<file path="config.mk">
export PLATFORM = sky130hd
export DESIGN_NAME = ssff_top
export DESIGN_NICKNAME = d
export VERILOG_FILES = /design/src/logic/ssff_pkg.sv /design/src/logic/ssff_top.sv /design/src/logic/ssff_filter.sv
export VERILOG_INCLUDE_DIRS = /design/src /design/src/logic
export SDC_FILE = /design/constraint.sdc
export NUM_CORES = 1
export LEC_CHECK = 0
export BUFFER_PORTS_ARGS = -buffer_cell sky130_fd_sc_hd__buf_2
export CAP_MARGIN = 15
export CORE_MARGIN = 2
export CORE_UTILIZATION = 52
export CTS_BUF_LIST = sky130_fd_sc_hd__clkbuf_2 sky130_fd_sc_hd__clkbuf_4 sky130_fd_sc_hd__clkbuf_8
export DETAILED_ROUTE_END_ITERATION = 16
export GPL_ROUTABILITY_DRIVEN = 0
export PLACE_DENSITY = 0.68
export SYNTH_ARGS = -nofsm -noshare
export SYNTH_HDL_FRONTEND = slang
export SYNTH_SLANG_ARGS = --single-unit
</file>
<file path="constraint.sdc">
create_clock -name core_clk_in -period 3 [get_ports core_clk_in]
set_input_delay 0.15 -clock core_clk_in [delete_from_list [all_inputs] [get_ports core_clk_in]]
set_output_delay 0.15 -clock core_clk_in [all_outputs]
set_load 0.05 [all_outputs]
</file>
<file path="src/logic/ssff_regs.svh">
// Timing constants and counts for the switching sync and fault flag block
`ifndef SSFF_REGS_SVH
`define SSFF_REGS_SVH
`define SSFF_CLK_HZ             25000000
`define SSFF_SYNC_START_US      2500
`define SSFF_SYNC_START_CYC     ((`SSFF_SYNC_START_US * (`SSFF_CLK_HZ / 1000000)))
`define SSFF_RST_HOLD_US        16000
`define SSFF_RST_HOLD_CYC       ((`SSFF_RST_HOLD_US * (`SSFF_CLK_HZ / 1000000)))
`define SSFF_SW_PERIOD_CYC      12
`define SSFF_FOLDBACK_DIV       2
`define SSFF_REASSERT_CYC       32
`define SSFF_FILTER_CYC         4
`define SSFF_SS_CYC             64
`endif

</file>
<file path="src/logic/ssff_pkg.sv">
// Types for the switching sync and fault flag block
package ssff_pkg;
    typedef enum logic [1:0] {
        SSFF_SRC_OWN,
        SSFF_SRC_WAIT,
        SSFF_SRC_EXT
    } ssff_src_t;
endpackage : ssff_pkg

</file>
<file path="src/logic/ssff_top.sv">
// Oscillator select, sync output, power-good reset and fault flag control
// Summary of operation
// - Free running: sync output falls at switch turn-on, rises half a period later.
// - While slaved to external sync, sync output is held low.
// - Following external sync begins no earlier than 2.5 ms after power-good reset rises.
// - Each sync input rising edge, once active, turns the switch on within three core clock cycles.
// - No edge within reassertion timeout: resume own oscillator at its next tick.
// - During foldback ignore sync input timing and hold sync output low.
// - Unused sync input counts as no clock; own oscillator runs.
// - Fault flag asserts on low input voltage or temperature warning.
// - Fault conditions pass a short glitch filter before the flag changes.
// - Fault flag is open drain, only ever drives low.
// - Over-temperature stops switching, resets soft-start, removes gate drive supply.
// - Switching resumes automatically when temperature is safe again.
// - Power-good reset stays low 16 ms after output returns to regulation.
// - High input voltage halves switching frequency; restored when it falls back.
`timescale 1ns/100ps
`include "ssff_regs.svh"
module ssff_top #(
    parameter int SW_PERIOD_CYC   = `SSFF_SW_PERIOD_CYC,   // Own switching period, cycles
    parameter int REASSERT_CYC    = `SSFF_REASSERT_CYC,    // Master reassertion timeout
    parameter int FILTER_CYC      = `SSFF_FILTER_CYC,      // Fault glitch filter length
    parameter int SYNC_START_CYC  = `SSFF_SYNC_START_CYC,  // Delay before following sync
    parameter int RST_HOLD_CYC    = `SSFF_RST_HOLD_CYC,    // Power-good hold time
    parameter int SS_CYC          = `SSFF_SS_CYC           // Soft-start length
) (
    input  wire logic core_clk_in,                // Core clock, 25 MHz
    input  wire logic nrst_in,                    // Async reset, active low
    input  wire logic sync_clock_input_in,        // External sync pin, async
    input  wire logic in_regulation_in,           // Output within regulation, async
    input  wire logic low_input_warning_in,       // Low input voltage warning, async
    input  wire logic temperature_warning_in,     // High temperature warning, async
    input  wire logic thermal_shutdown_in,        // Over-temperature shutdown, async
    input  wire logic foldback_hv_in,             // Input above foldback threshold, async
    input  wire logic foldback_int_in,            // Internal foldback condition, async
    output logic      switch_on_out,              // Switch turn-on pulse
    output logic      sync_phase_output_out,      // Out-of-phase sync output
    output logic      slaved_out,                 // Timing follows external sync
    output logic      power_good_reset_n_out,     // Power-good reset, active low
    output logic      fault_flag_n_out,           // Fault pin output value (always 0)
    output logic      fault_flag_n_oe_out,        // Fault pin drive enable
    output logic      gate_drive_supply_out,      // Gate drive supply enable
    output logic      soft_start_done_out         // Soft-start complete
);
    // Two-stage synchronisers for all pin inputs
    localparam int NSYNC = 7;
    logic [NSYNC-1:0] raw_w;
    logic [NSYNC-1:0] s1_q;
    logic [NSYNC-1:0] s2_q;
    assign raw_w = {foldback_int_in, foldback_hv_in, thermal_shutdown_in, temperature_warning_in,
                    low_input_warning_in, in_regulation_in, sync_clock_input_in};

    genvar gi;
    generate
        for (gi = 0; gi < NSYNC; gi++) begin : g_sync
            always_ff @(posedge core_clk_in or negedge nrst_in) begin
                if (!nrst_in) begin
                    s1_q[gi] <= 1'b0;
                    s2_q[gi] <= 1'b0;
                end else begin
                    s1_q[gi] <= raw_w[gi];
                    s2_q[gi] <= s1_q[gi];
                end
            end
        end
    endgenerate

    logic sync_s;
    logic inreg_s;
    logic lvi_s;
    logic temperature_warning_s;
    logic tsd_s;
    logic fold_hv_s;
    logic fold_any_s;
    assign sync_s     = s2_q[0];
    assign inreg_s    = s2_q[1];
    assign lvi_s      = s2_q[2];
    assign temperature_warning_s    = s2_q[3];
    assign tsd_s      = s2_q[4];
    assign fold_hv_s  = s2_q[5];
    assign fold_any_s = s2_q[5] | s2_q[6];

    // Sync edge detect on synchronised level
    logic sync_prev_q;
    logic sync_rise;
    always_ff @(posedge core_clk_in or negedge nrst_in) begin
        if (!nrst_in) begin
            sync_prev_q <= 1'b0;
        end else begin
            sync_prev_q <= sync_s;
        end
    end
    assign sync_rise = sync_s & ~sync_prev_q;

    // Power-good reset hold counter
    logic [31:0] pg_cnt_q;
    always_ff @(posedge core_clk_in or negedge nrst_in) begin
        if (!nrst_in) begin
            pg_cnt_q               <= 32'h0000_0000;
            power_good_reset_n_out <= 1'b0;
        end else if (!inreg_s || tsd_s) begin
            pg_cnt_q               <= 32'h0000_0000;
            power_good_reset_n_out <= 1'b0;
        end else if (pg_cnt_q >= 32'(RST_HOLD_CYC - 1)) begin
            power_good_reset_n_out <= 1'b1;
        end else begin
            pg_cnt_q <= pg_cnt_q + 32'h0000_0001;
        end
    end

    // Sync enable delay after power-good release
    logic [31:0] en_cnt_q;
    logic        sync_en_q;
    always_ff @(posedge core_clk_in or negedge nrst_in) begin
        if (!nrst_in) begin
            en_cnt_q  <= 32'h0000_0000;
            sync_en_q <= 1'b0;
        end else if (!power_good_reset_n_out) begin
            en_cnt_q  <= 32'h0000_0000;
            sync_en_q <= 1'b0;
        end else if (en_cnt_q >= 32'(SYNC_START_CYC - 1)) begin
            sync_en_q <= 1'b1;
        end else begin
            en_cnt_q <= en_cnt_q + 32'h0000_0001;
        end
    end

    // Thermal shutdown and soft-start
    logic        run_ok;
    logic [15:0] ss_cnt_q;
    assign run_ok = ~tsd_s;
    always_ff @(posedge core_clk_in or negedge nrst_in) begin
        if (!nrst_in) begin
            gate_drive_supply_out <= 1'b0;
            ss_cnt_q              <= 16'h0000;
            soft_start_done_out   <= 1'b0;
        end else if (!run_ok) begin
            gate_drive_supply_out <= 1'b0;
            ss_cnt_q              <= 16'h0000;
            soft_start_done_out   <= 1'b0;
        end else begin
            gate_drive_supply_out <= 1'b1;
            if (ss_cnt_q >= 16'(SS_CYC - 1)) begin
                soft_start_done_out <= 1'b1;
            end else begin
                ss_cnt_q <= ss_cnt_q + 16'h0001;
            end
        end
    end

    // Oscillator source selection
    ssff_pkg::ssff_src_t src_q;
    logic [15:0]         to_cnt_q;
    logic                ext_ok;
    assign ext_ok = sync_en_q & ~fold_any_s & run_ok;
    always_ff @(posedge core_clk_in or negedge nrst_in) begin
        if (!nrst_in) begin
            src_q    <= ssff_pkg::SSFF_SRC_OWN;
            to_cnt_q <= 16'h0000;
        end else begin
            case (src_q)
                ssff_pkg::SSFF_SRC_OWN: begin
                    to_cnt_q <= 16'h0000;
                    if (ext_ok && sync_rise) begin
                        src_q <= ssff_pkg::SSFF_SRC_EXT;
                    end
                end
                ssff_pkg::SSFF_SRC_EXT, ssff_pkg::SSFF_SRC_WAIT: begin
                    if (!ext_ok) begin
                        src_q <= ssff_pkg::SSFF_SRC_OWN;
                    end else if (sync_rise) begin
                        to_cnt_q <= 16'h0000;
                        src_q    <= ssff_pkg::SSFF_SRC_EXT;
                    end else if (to_cnt_q >= 16'(REASSERT_CYC - 1)) begin
                        src_q <= ssff_pkg::SSFF_SRC_OWN;
                    end else begin
                        to_cnt_q <= to_cnt_q + 16'h0001;
                    end
                end
                default: begin
                    src_q <= ssff_pkg::SSFF_SRC_OWN;
                end
            endcase
        end
    end
    assign slaved_out = (src_q != ssff_pkg::SSFF_SRC_OWN);

    // Own oscillator, period doubled in high input voltage foldback (foldback_hv_in only)
    logic [15:0] osc_cnt_q;
    logic [15:0] period;
    logic        osc_tick;
    assign period   = fold_hv_s ? 16'(SW_PERIOD_CYC * `SSFF_FOLDBACK_DIV) : 16'(SW_PERIOD_CYC);
    assign osc_tick = (osc_cnt_q >= period - 16'h0001);
    always_ff @(posedge core_clk_in or negedge nrst_in) begin
        if (!nrst_in) begin
            osc_cnt_q <= 16'h0000;
        end else if (osc_tick || (ext_ok && sync_rise)) begin
            osc_cnt_q <= 16'h0000;
        end else begin
            osc_cnt_q <= osc_cnt_q + 16'h0001;
        end
    end

    // Switch turn-on pulse and sync output phase
    logic turn_on;
    assign turn_on = run_ok & ((ext_ok && sync_rise) || (!slaved_out && osc_tick));
    always_ff @(posedge core_clk_in or negedge nrst_in) begin
        if (!nrst_in) begin
            switch_on_out <= 1'b0;
        end else begin
            switch_on_out <= turn_on;
        end
    end

    always_ff @(posedge core_clk_in or negedge nrst_in) begin
        if (!nrst_in) begin
            sync_phase_output_out <= 1'b0;
        end else if (slaved_out || fold_any_s || (ext_ok && sync_rise)) begin
            sync_phase_output_out <= 1'b0;
        end else if (turn_on) begin
            sync_phase_output_out <= 1'b0;
        end else if (osc_cnt_q == (period >> 1) - 16'h0001) begin
            sync_phase_output_out <= 1'b1;
        end
    end

    // Fault flag, filtered, open drain
    logic fault_filt;
    ssff_filter #(
        .LEN (FILTER_CYC)
    ) u_fault_filter (
        .core_clk_in (core_clk_in),
        .nrst_in     (nrst_in),
        .raw_in      (lvi_s | temperature_warning_s),
        .filt_out    (fault_filt)
    );
    assign fault_flag_n_out = 1'b0;
    always_ff @(posedge core_clk_in or negedge nrst_in) begin
        if (!nrst_in) begin
            fault_flag_n_oe_out <= 1'b0;
        end else begin
            fault_flag_n_oe_out <= fault_filt;
        end
    end
endmodule : ssff_top

</file>
<file path="src/logic/ssff_filter.sv">
// Glitch filter: output follows input only after it stays stable for LEN cycles
`timescale 1ns/100ps
module ssff_filter #(
    parameter int LEN = 4
) (
    input  wire logic core_clk_in,  // Core clock
    input  wire logic nrst_in,      // Async reset, active low
    input  wire logic raw_in,       // Unfiltered level, same domain
    output logic      filt_out      // Filtered level
);
    logic [15:0] cnt_q;

    always_ff @(posedge core_clk_in or negedge nrst_in) begin
        if (!nrst_in) begin
            cnt_q    <= 16'h0000;
            filt_out <= 1'b0;
        end else if (raw_in == filt_out) begin
            cnt_q <= 16'h0000;
        end else if (cnt_q >= 16'(LEN - 1)) begin
            cnt_q    <= 16'h0000;
            filt_out <= raw_in;
        end else begin
            cnt_q <= cnt_q + 16'h0001;
        end
    end
endmodule : ssff_filter

</file>
==> results of run 1 <==
==> worst max-delay path, delay by kind of cell (launching register included) <==
family | cells | cell delay [ns]
DFF | 1 | 0.42
AOI/OAI and AO/OA | 3 | 0.94
and+or+nand+nor | 2 | 0.77
adders and majority gates | 1 | 0.24
==> power groups by stage <==
stage                     sequential (mW)  clock (mW)  combinational [mW]
after floorplan                      2.14           0              0.0353
after global placement               2.14           0              0.0992
after detailed placement             2.14           0               0.102
after CTS                            2.10        1.55               0.111
after global routing                 2.10        1.64               0.126
final                                2.10        1.51               0.107
==> cell usage in the layout, fill, tap and decap left out, types with 13 or more instances in the layout <==
master    instances
nor2_1           37
or4_1            14
inv_1            13
dfrtp_1         152
nor2b_1          13
o31ai_1          16
nand2_1          31
and2_1           40
a21oi_1          27
conb_1           25
clkbuf_8         20
nand3_1          23
buf_2            14
nor4_1           22
==> path summary, 6_finish.rpt <==
kind | start | to | slack (ns)
min | s1_q[3] | temperature_warning_s | 0.35
max in group asynchronous | nrst_in | pg_cnt_q[23] | 1.81
min in group asynchronous | nrst_in | to_cnt_q[0] | 0.39
min reg2reg | s1_q[3] | temperature_warning_s | 0.35
max reg2reg | en_cnt_q[0] | en_cnt_q[10] | 0.55
max | en_cnt_q[0] | en_cnt_q[10] | 0.55
==> sequential cells by signal, summed over array words and instances (netlist names), 7 cells and up <==
name / cells
pg_cnt_q: 32
s1_q: 7
ss_cnt_q: 16
to_cnt_q: 16
osc_cnt_q: 16
u_fault_filter.cnt_q: 16
en_cnt_q: 32
==> layer usage <==
layer / vias to the layer above / share of wire (%) / wire length [um]
met5: - / 0 / 0
met2: 90 / 46 / 4800
met3: 14 / 5.2 / 539
li1: 1973 / - / -
met1: 1964 / 47 / 4860
met4: 0 / 1.6 / 163
==> layout make-up <==
cell class / instances / area [sq um] / area share, %
flip-flops and latches: 152 / 3800 / 55.4
multi-input cells: 365 / 2240 / 32.6
clock buffers: 22 / 290 / 4.23
repair buffers: 28 / 211 / 3.08
well taps: 143 / 179 / 2.60
clock inverters: 8 / 96.3 / 1.40
inverters: 13 / 48.8 / 0.710
==> cells by family after synthesis <==
group           count (synthesis)
fa+ha+maj                       9
flops                         152
buf+inv                        32
other cells                     1
simple gates                  234
compound gates                 81
mux                             3
xor+xnor                       13
==> stage by stage <==
step	power [mW]	util, %	instances
CTS	3.76	60.2	731
finish	3.71	60.2	731
global placement	2.23	56.1	693
floorplan	2.18	-	549
detailed placement	2.24	56.1	693
global route	3.87	60.2	731
==> timing repair <==
action                    in CTS  in global routing
setup buffers                  0                  0
hold endpoints to repair     110                  0
hold buffers                   8                  0
==> results.ini, run 1 <==
[floorplan]
rows = 39
dieWidth_um = 112
dieArea_sq_um = 12600
initial_utilization_pct = 53.3
top_level_ports = 17
core_sq_um = 11400
die_h_um = 112

[synth]
synth-seq-cells = 152
synth-compound-area-share_pct = 8.78
synth_warnings = 0
synthMuxAreaShare_pct = 0.494
syn_area_per_cell_sq_um = 11.6
yosys.area.top_type = dfrtp_1
synth_most_common_cell = dfrtp_1
ys_seq_area_share_pct = 62.5
synth.top_cell.area_share_pct = 62.5
synth_area_sq_um = 6080
synth_fa_ha_area_share_pct = 1.85
synthDistinctLibCells = 49
synth_top_family_by_area = simple AND/OR/NAND/NOR gates
ys.flop_type = dfrtp_1
synth_xor_area_share_pct = 1.87
synth_area_leaders = dfrtp_1 (63%), and2_1 (4.1%), nor2_1 (2.3%)
synthSimpleGateAreaFrac_pct = 22.3
postSynthCellCount = 525
synth_common_cells = dfrtp_1 (152), and2_1 (40), nor2_1 (37)
synth-edff-count = 0
ys_async_sr_fraction_pct = 100

[placed_design]
post-dp-hpwl_mm = 6.59
dpl_cell_area_sq_um = 6400
io_buffers = 15
post-place-ws_ns = 0.522

[cells_and_area]
nets = 595
area_growth_pct = 12.9
fin_area_sq_um = 6870
antenna_cells = 0
fillers = 925
drive_gt1_share_pct = 9.86

[pwr]
leakage_nw = 3.10
pwr-share-clk_pct = 40.6
p_int_mw = 2.92
p_sw_share_pct = 21.2
powerDensity_nw_per_um2 = 540
seq_power_share_pct = 56.5
switchingPower_mw = 0.788
peakVddDrop_uv = 379
combPwrFrac_pct = 2.9

[critical_path]
crit_path_end_kind = register
worst_setup_path_start_kind = register
path_cells = ha_1, o41ai_1, nand3b_1, a21o_1, or4_1, a21oi_1
cp_slowest_cell = or4_1
worstRegToRegCells = 6
slowest_delay_ns = 0.57
cp.required_ns = 3.36
arrival_ns = 2.81
crit_fanout = 22
critPathKind = register to register

[status]
status = finished, final reports clean

[grt]
grt-ovfl-total = 0
grt_pass1_wl_mm = 18.1
use_met1_pct = 25.3
grt_pass1_vias = 3886
track_usage_pct = 17.9
use_met2_pct = 26.6
antenna_found_initial = 0
met3_usage_pct = 5.78
grt.busiest_layer = met2
grt_max_degree = 105

[routing]
ant_nets = 0
drc_errors = 0
wl_per_cell_um = 14.2
first_pass_iters = 5
viasPerCell = 5.53
dr_total_vias = 4041
drt_iter0_drc = 269
wirelength_mm = 10.4

[timing]
drv_slew = 0
rsz0062_at_grt = no
tns_ns = 0
setup_violations = 0
finClkSkew_ns = 0.00784
tightest_slew_ns = 0.914
slew_headroom_pct = 39.1
whs_ns = 0.351
period_share_pct = 81.7
finalCriticalPeriod_ns = 2.45
hold_violations = 0
fmax_ghz = 0.408
fin_ws_ns = 0.548

[clock_tree]
clk_pin_slew_ns = 0.08
cts_max_level = 4
cts_buffers = 17
cts_tree = done
cts_max_path_buffers = 2
clock_sinks = 152
root_buffer = clkbuf_8
cts_resized = 0
clk_latency_ns = 0.44

[worst_hold_path]
hp-class = register to register
holdPathStages = 0

[flow_run]
cap_violations = 0

No activity file was read; power rests on OpenSTA's default activity.
==> run 2: changes to the inputs <==
==> constraint.sdc (replaced) <==
create_clock -name core_clk_in -period 2.5 [get_ports core_clk_in]
set_input_delay 0.125 -clock core_clk_in [delete_from_list [all_inputs] [get_ports core_clk_in]]
set_output_delay 0.125 -clock core_clk_in [all_outputs]
set_load 0.05 [all_outputs]
==> run 2 against run 1 <==
Sequential share of layout area fell by 0.27 points. Die area did not move. Global-route usage rose by 0.92 points. Via count fell by 0.94%. Fmax rose by 4.2%. Clock-buffer cell count fell by 3. Largest cell class unchanged. Worst hold slack got worse by 0.096 ns.
==> results.ini, run 2 (synthesis results as in run 1) <==
[pwr]
leakage_nw = 3.10
peakVddDrop_uv = 412
powerDensity_nw_per_um2 = 647
power_mw = 4.47

[critical_path]
crit_fanout = 26
slowest_delay_ns = 0.61
arrival_ns = 2.71
path_cells = nor4_1, o22ai_1, nand4b_4, or4_1, a21oi_1
critPathKind = register to register
crit_cells = 5
cp.required_ns = 2.86
worstRegToRegCells = 5
cp_slowest_cell = or4_1
worst_setup_path_start_kind = register
crit_path_end_kind = register
cp_num_buf_inv = 0
cp_top_family = simple AND/OR/NAND/NOR gates

[flow_run]
cap_violations = 0

[routing]
drc_errors = 0
first_pass_iters = 4
ant_nets = 0
dr_total_vias = 4003
drt_iter0_drc = 333
wirelength_mm = 10.6
viasPerCell = 5.45
wl_per_cell_um = 14.4

[clock_tree]
root_buffer = clkbuf_8
cts_buffers = 17
clock_sinks = 152
cts_tree = done
clk_pin_slew_ns = 0.08
clk_latency_ns = 0.45
cts_max_level = 4
cts_max_path_buffers = 2
cts_setup_buffers = 0

[placed_design]
io_buffers = 15
post-place-ws_ns = 0.0333
post-dp-hpwl_mm = 6.80
dpl_cell_area_sq_um = 6420

[floorplan]
core_sq_um = 11400
dieWidth_um = 112
top_level_ports = 17
die_h_um = 112
dieArea_sq_um = 12600
initial_utilization_pct = 53.3
rows = 39

[grt]
grt_pass1_wl_mm = 19.0
track_usage_pct = 18.8
grt_pass1_vias = 4080
antenna_found_initial = 0
grt-ovfl-total = 0
grt_max_degree = 77

[timing]
slew_headroom_pct = 53.7
hold_violations = 0
fmax_ghz = 0.425
tightest_slew_ns = 0.694
rsz0062_at_grt = no
finalCriticalPeriod_ns = 2.35
setup_violations = 0
period_share_pct = 94.1
tns_ns = 0
finClkSkew_ns = 0.0119
fin_ws_ns = 0.148
drv_slew = 0

[cells_and_area]
area_growth_pct = 13.4
mostFrequentLayoutCells = dfrtp_1 (152), and2_1 (40), nor2_1 (37)
antenna_cells = 0
nets = 597
reg_top3 = en_cnt_q (32), pg_cnt_q (32)
drive_gt1_share_pct = 10.8
fin_area_sq_um = 6900
mostFrequentLayoutCell = dfrtp_1

[worst_hold_path]
hp-class = input pin to async pin

[status]
status = finished, final reports clean

[run 2: cell count changes in the layout (fill, tap and decap cells not counted)]
cell,previous run,this run
clkinv_2,4,1
inv_6,1,4
inv_8,0,3
buf_4,4,6
clkbuf_8,20,18
clkinvlp_4,1,3
a21o_1,4,3
a21o_4,0,1
bufinv_16,2,1
clkbuf_4,2,1
clkinv_4,0,1
o41ai_1,4,3
o41ai_2,0,1
[run 2: layout make-up]
class,instances,area [sq um]
fill,946,4520
sequential,152,3800
multi-input combinational,365,2250
clock buffer,19,255
timing repair buffer,30,226
tap,143,179
clock inverter,13,135
inverter,13,48.8
[run 2: metrics by stage]
stage | util [%] | std cells | hold WS [ns]
after global placement | 56.2 | 695 | 0.195
after floorplan | - | 549 | -0.171
final | 60.5 | 735 | 0.255
after detailed placement | 56.2 | 695 | 0.203
after global routing | 60.5 | 735 | 0.274
after CTS | 60.3 | 735 | 0.268
[run 2: metal layers]
metal	vias up	wire length, um	global-route usage (%)
met5	-	0	0
met4	0	178	8.94
met3	16	321	4.81
met2	58	4940	27.9
met1	1957	5150	26.2
li1	1972	-	-
[run 2: worst paths after layout]
kind                                         from            to  slack, ns
max                                  pg_cnt_q[14]  pg_cnt_q[15]       0.15
min                                       nrst_in   ss_cnt_q[2]       0.25
max reg2reg                          pg_cnt_q[14]  pg_cnt_q[15]       0.15
min reg2reg                               s1_q[2]         lvi_s       0.35
max in group asynchronous                 nrst_in  osc_cnt_q[5]       1.51
min in group core_clk_in   temperature_warning_in       s1_q[3]       0.31
[run 2: what timing repair did]
action / CTS / global route
pin swaps: 0 / 1
resized for setup: 1 / 2
endpoints found under the hold margin: 80 / 0
setup endpoints to repair: 7 / 8
hold buffers: 8 / 0
[run 2: power by group]
group / total [mW] / internal [mW] / leakage (nW) / switching [mW]
logic: 0.132 / 0.0372 / 0.893 / 0.0948
registers: 2.52 / 2.50 / 2.02 / 0.0185
clock network: 1.82 / 0.854 / 0.193 / 0.968
==> run 3: changes to the inputs <==
--- a/config.mk
+++ b/config.mk
@@ -8,9 +8,9 @@
 export LEC_CHECK = 0
 export BUFFER_PORTS_ARGS = -buffer_cell sky130_fd_sc_hd__buf_2
 export CAP_MARGIN = 15
-export CORE_MARGIN = 2
+export CORE_MARGIN = 3
 export CORE_UTILIZATION = 52
-export CTS_BUF_LIST = sky130_fd_sc_hd__clkbuf_2 sky130_fd_sc_hd__clkbuf_4 sky130_fd_sc_hd__clkbuf_8
+export CTS_BUF_LIST = sky130_fd_sc_hd__clkbuf_16
 export DETAILED_ROUTE_END_ITERATION = 16
 export GPL_ROUTABILITY_DRIVEN = 0
 export PLACE_DENSITY = 0.68
==> run 3 against run 2 <==
Global-route usage is 0.40 points lower. Via count is 3.1% higher. First-iteration DRC count is 15% lower. Clock-buffer cell count is 2 lower. Fmax is 0.67% higher. Wire length is 2.2% higher. Worst hold slack worse by 0.011 ns. Sequential power hardly changed. Largest power group unchanged.
==> results.ini, run 3 (synthesis results as in run 1) <==
[cells_and_area]
nets = 596
mostFrequentLayoutCells = dfrtp_1 (152), and2_1 (40), nor2_1 (37)
area_growth_pct = 16.2
reg_top3 = en_cnt_q (32), pg_cnt_q (32)
stdcell_count = 731
fillers = 888
mostFrequentLayoutCell = dfrtp_1
drive_gt1_share_pct = 9.31
antenna_cells = 0
fin_util_pct = 63.6
fin_area_sq_um = 7070

[worst_hold_path]
hp-class = input pin to async pin

[timing]
whs_ns = 0.244
finalCriticalPeriod_ns = 2.34
tightest_slew_ns = 0.656
period_share_pct = 93.5
fin_ws_ns = 0.163
slew_headroom_pct = 56.2
tns_ns = 0
drv_slew = 0
fmax_ghz = 0.428
hold_violations = 0
setup_violations = 0
rsz0062_at_grt = no
finClkSkew_ns = 0.00456

[floorplan]
dieArea_sq_um = 13000
initial_utilization_pct = 54.7
die_h_um = 114
rows = 38
core_sq_um = 11100
top_level_ports = 17
dieWidth_um = 114

[grt]
grt_pass1_wl_mm = 18.9
grt_max_degree = 66
grt-ovfl-total = 0
antenna_found_initial = 0
track_usage_pct = 18.4
grt_pass1_vias = 4002

[flow_run]
cap_violations = 0

[critical_path]
crit_path_end_kind = register
crit_fanout = 22
arrival_ns = 2.66
worst_setup_path_start_kind = register
critPathKind = register to register
cp.required_ns = 2.82
crit_start = en_cnt_q[0]
r2r_start = en_cnt_q[0]

[clock_tree]
cts_max_path_buffers = 2
root_buffer = clkbuf_16
cts_max_level = 4
cts_buffers = 17
clk_latency_ns = 0.41
clk_pin_slew_ns = 0.06
clock_sinks = 152
cts_setup_buffers = 0
cts_tree = done

[placed_design]
post-place-cells = 690
post-place-ws_ns = 0.0834
io_buffers = 15
post-dp-hpwl_mm = 6.76
dpl_cell_area_sq_um = 6400

[routing]
drc_errors = 0
dr_total_vias = 4126
ant_nets = 0
first_pass_iters = 4
drt_iter0_drc = 283
wl_per_cell_um = 14.8
viasPerCell = 5.64
wirelength_mm = 10.8

[pwr]
peakVddDrop_uv = 931
leakage_nw = 3.19
power_mw = 5.11
powerDensity_nw_per_um2 = 722

[status]
status = finished, final reports clean

## run 3: power breakdown
part | leakage (nW) | switching [mW] | internal [mW]
logic | 0.880 | 0.0952 | 0.0363
clock network | 0.290 | 0.921 | 1.53
registers | 2.02 | 0.0179 | 2.50
total | 3.19 | 1.03 | 4.07
## run 3: final timing paths
path	endpoint	slack (ns)	cells past startpoint
max	en_cnt_q[6]	0.16	6
min	ss_cnt_q[4]	0.24	2
max reg2reg	en_cnt_q[6]	0.16	6
min reg2reg	temperature_warning_s	0.35	0
max in group asynchronous	s1_q[2]	1.43	3
min in group core_clk_in	temperature_warning_s	0.35	0
## run 3: per-layer routing
layer,global-route usage (%),vias up,part of all wire (%)
met5,0,-,0
met4,7.36,0,1.1
li1,-,1979,-
met2,28.0,62,47
met1,24.9,2071,48
met3,5.50,14,3.5
## run 3: area by class of cell
| type | count | area (sq um) | area share (%) |
|---|---|---|---|
| tap | 140 | 175 | 2.48 |
| multi-input combinational | 366 | 2260 | 32.0 |
| sequential | 152 | 3800 | 53.8 |
| clock buffer | 17 | 425 | 6.02 |
| clock inverter | 15 | 144 | 2.04 |
| timing repair buffer | 28 | 211 | 2.99 |
| inverter | 13 | 48.8 | 0.690 |
## run 3: repair_timing
action,4_1_cts,5_1_grt
endpoints found under the hold margin,61,0
setup endpoints to repair,0,8
hold buffers,8,0
gates resized for setup,0,2
## run 3: worst max-delay path: stages, from the launching register on
cell and delay (ns):
dfrtp_1 0.41, ha_1 0.24, o41ai_1 0.37, nand3b_1 0.21, a21o_4 0.33, or4_1 0.51, a21oi_1 0.18
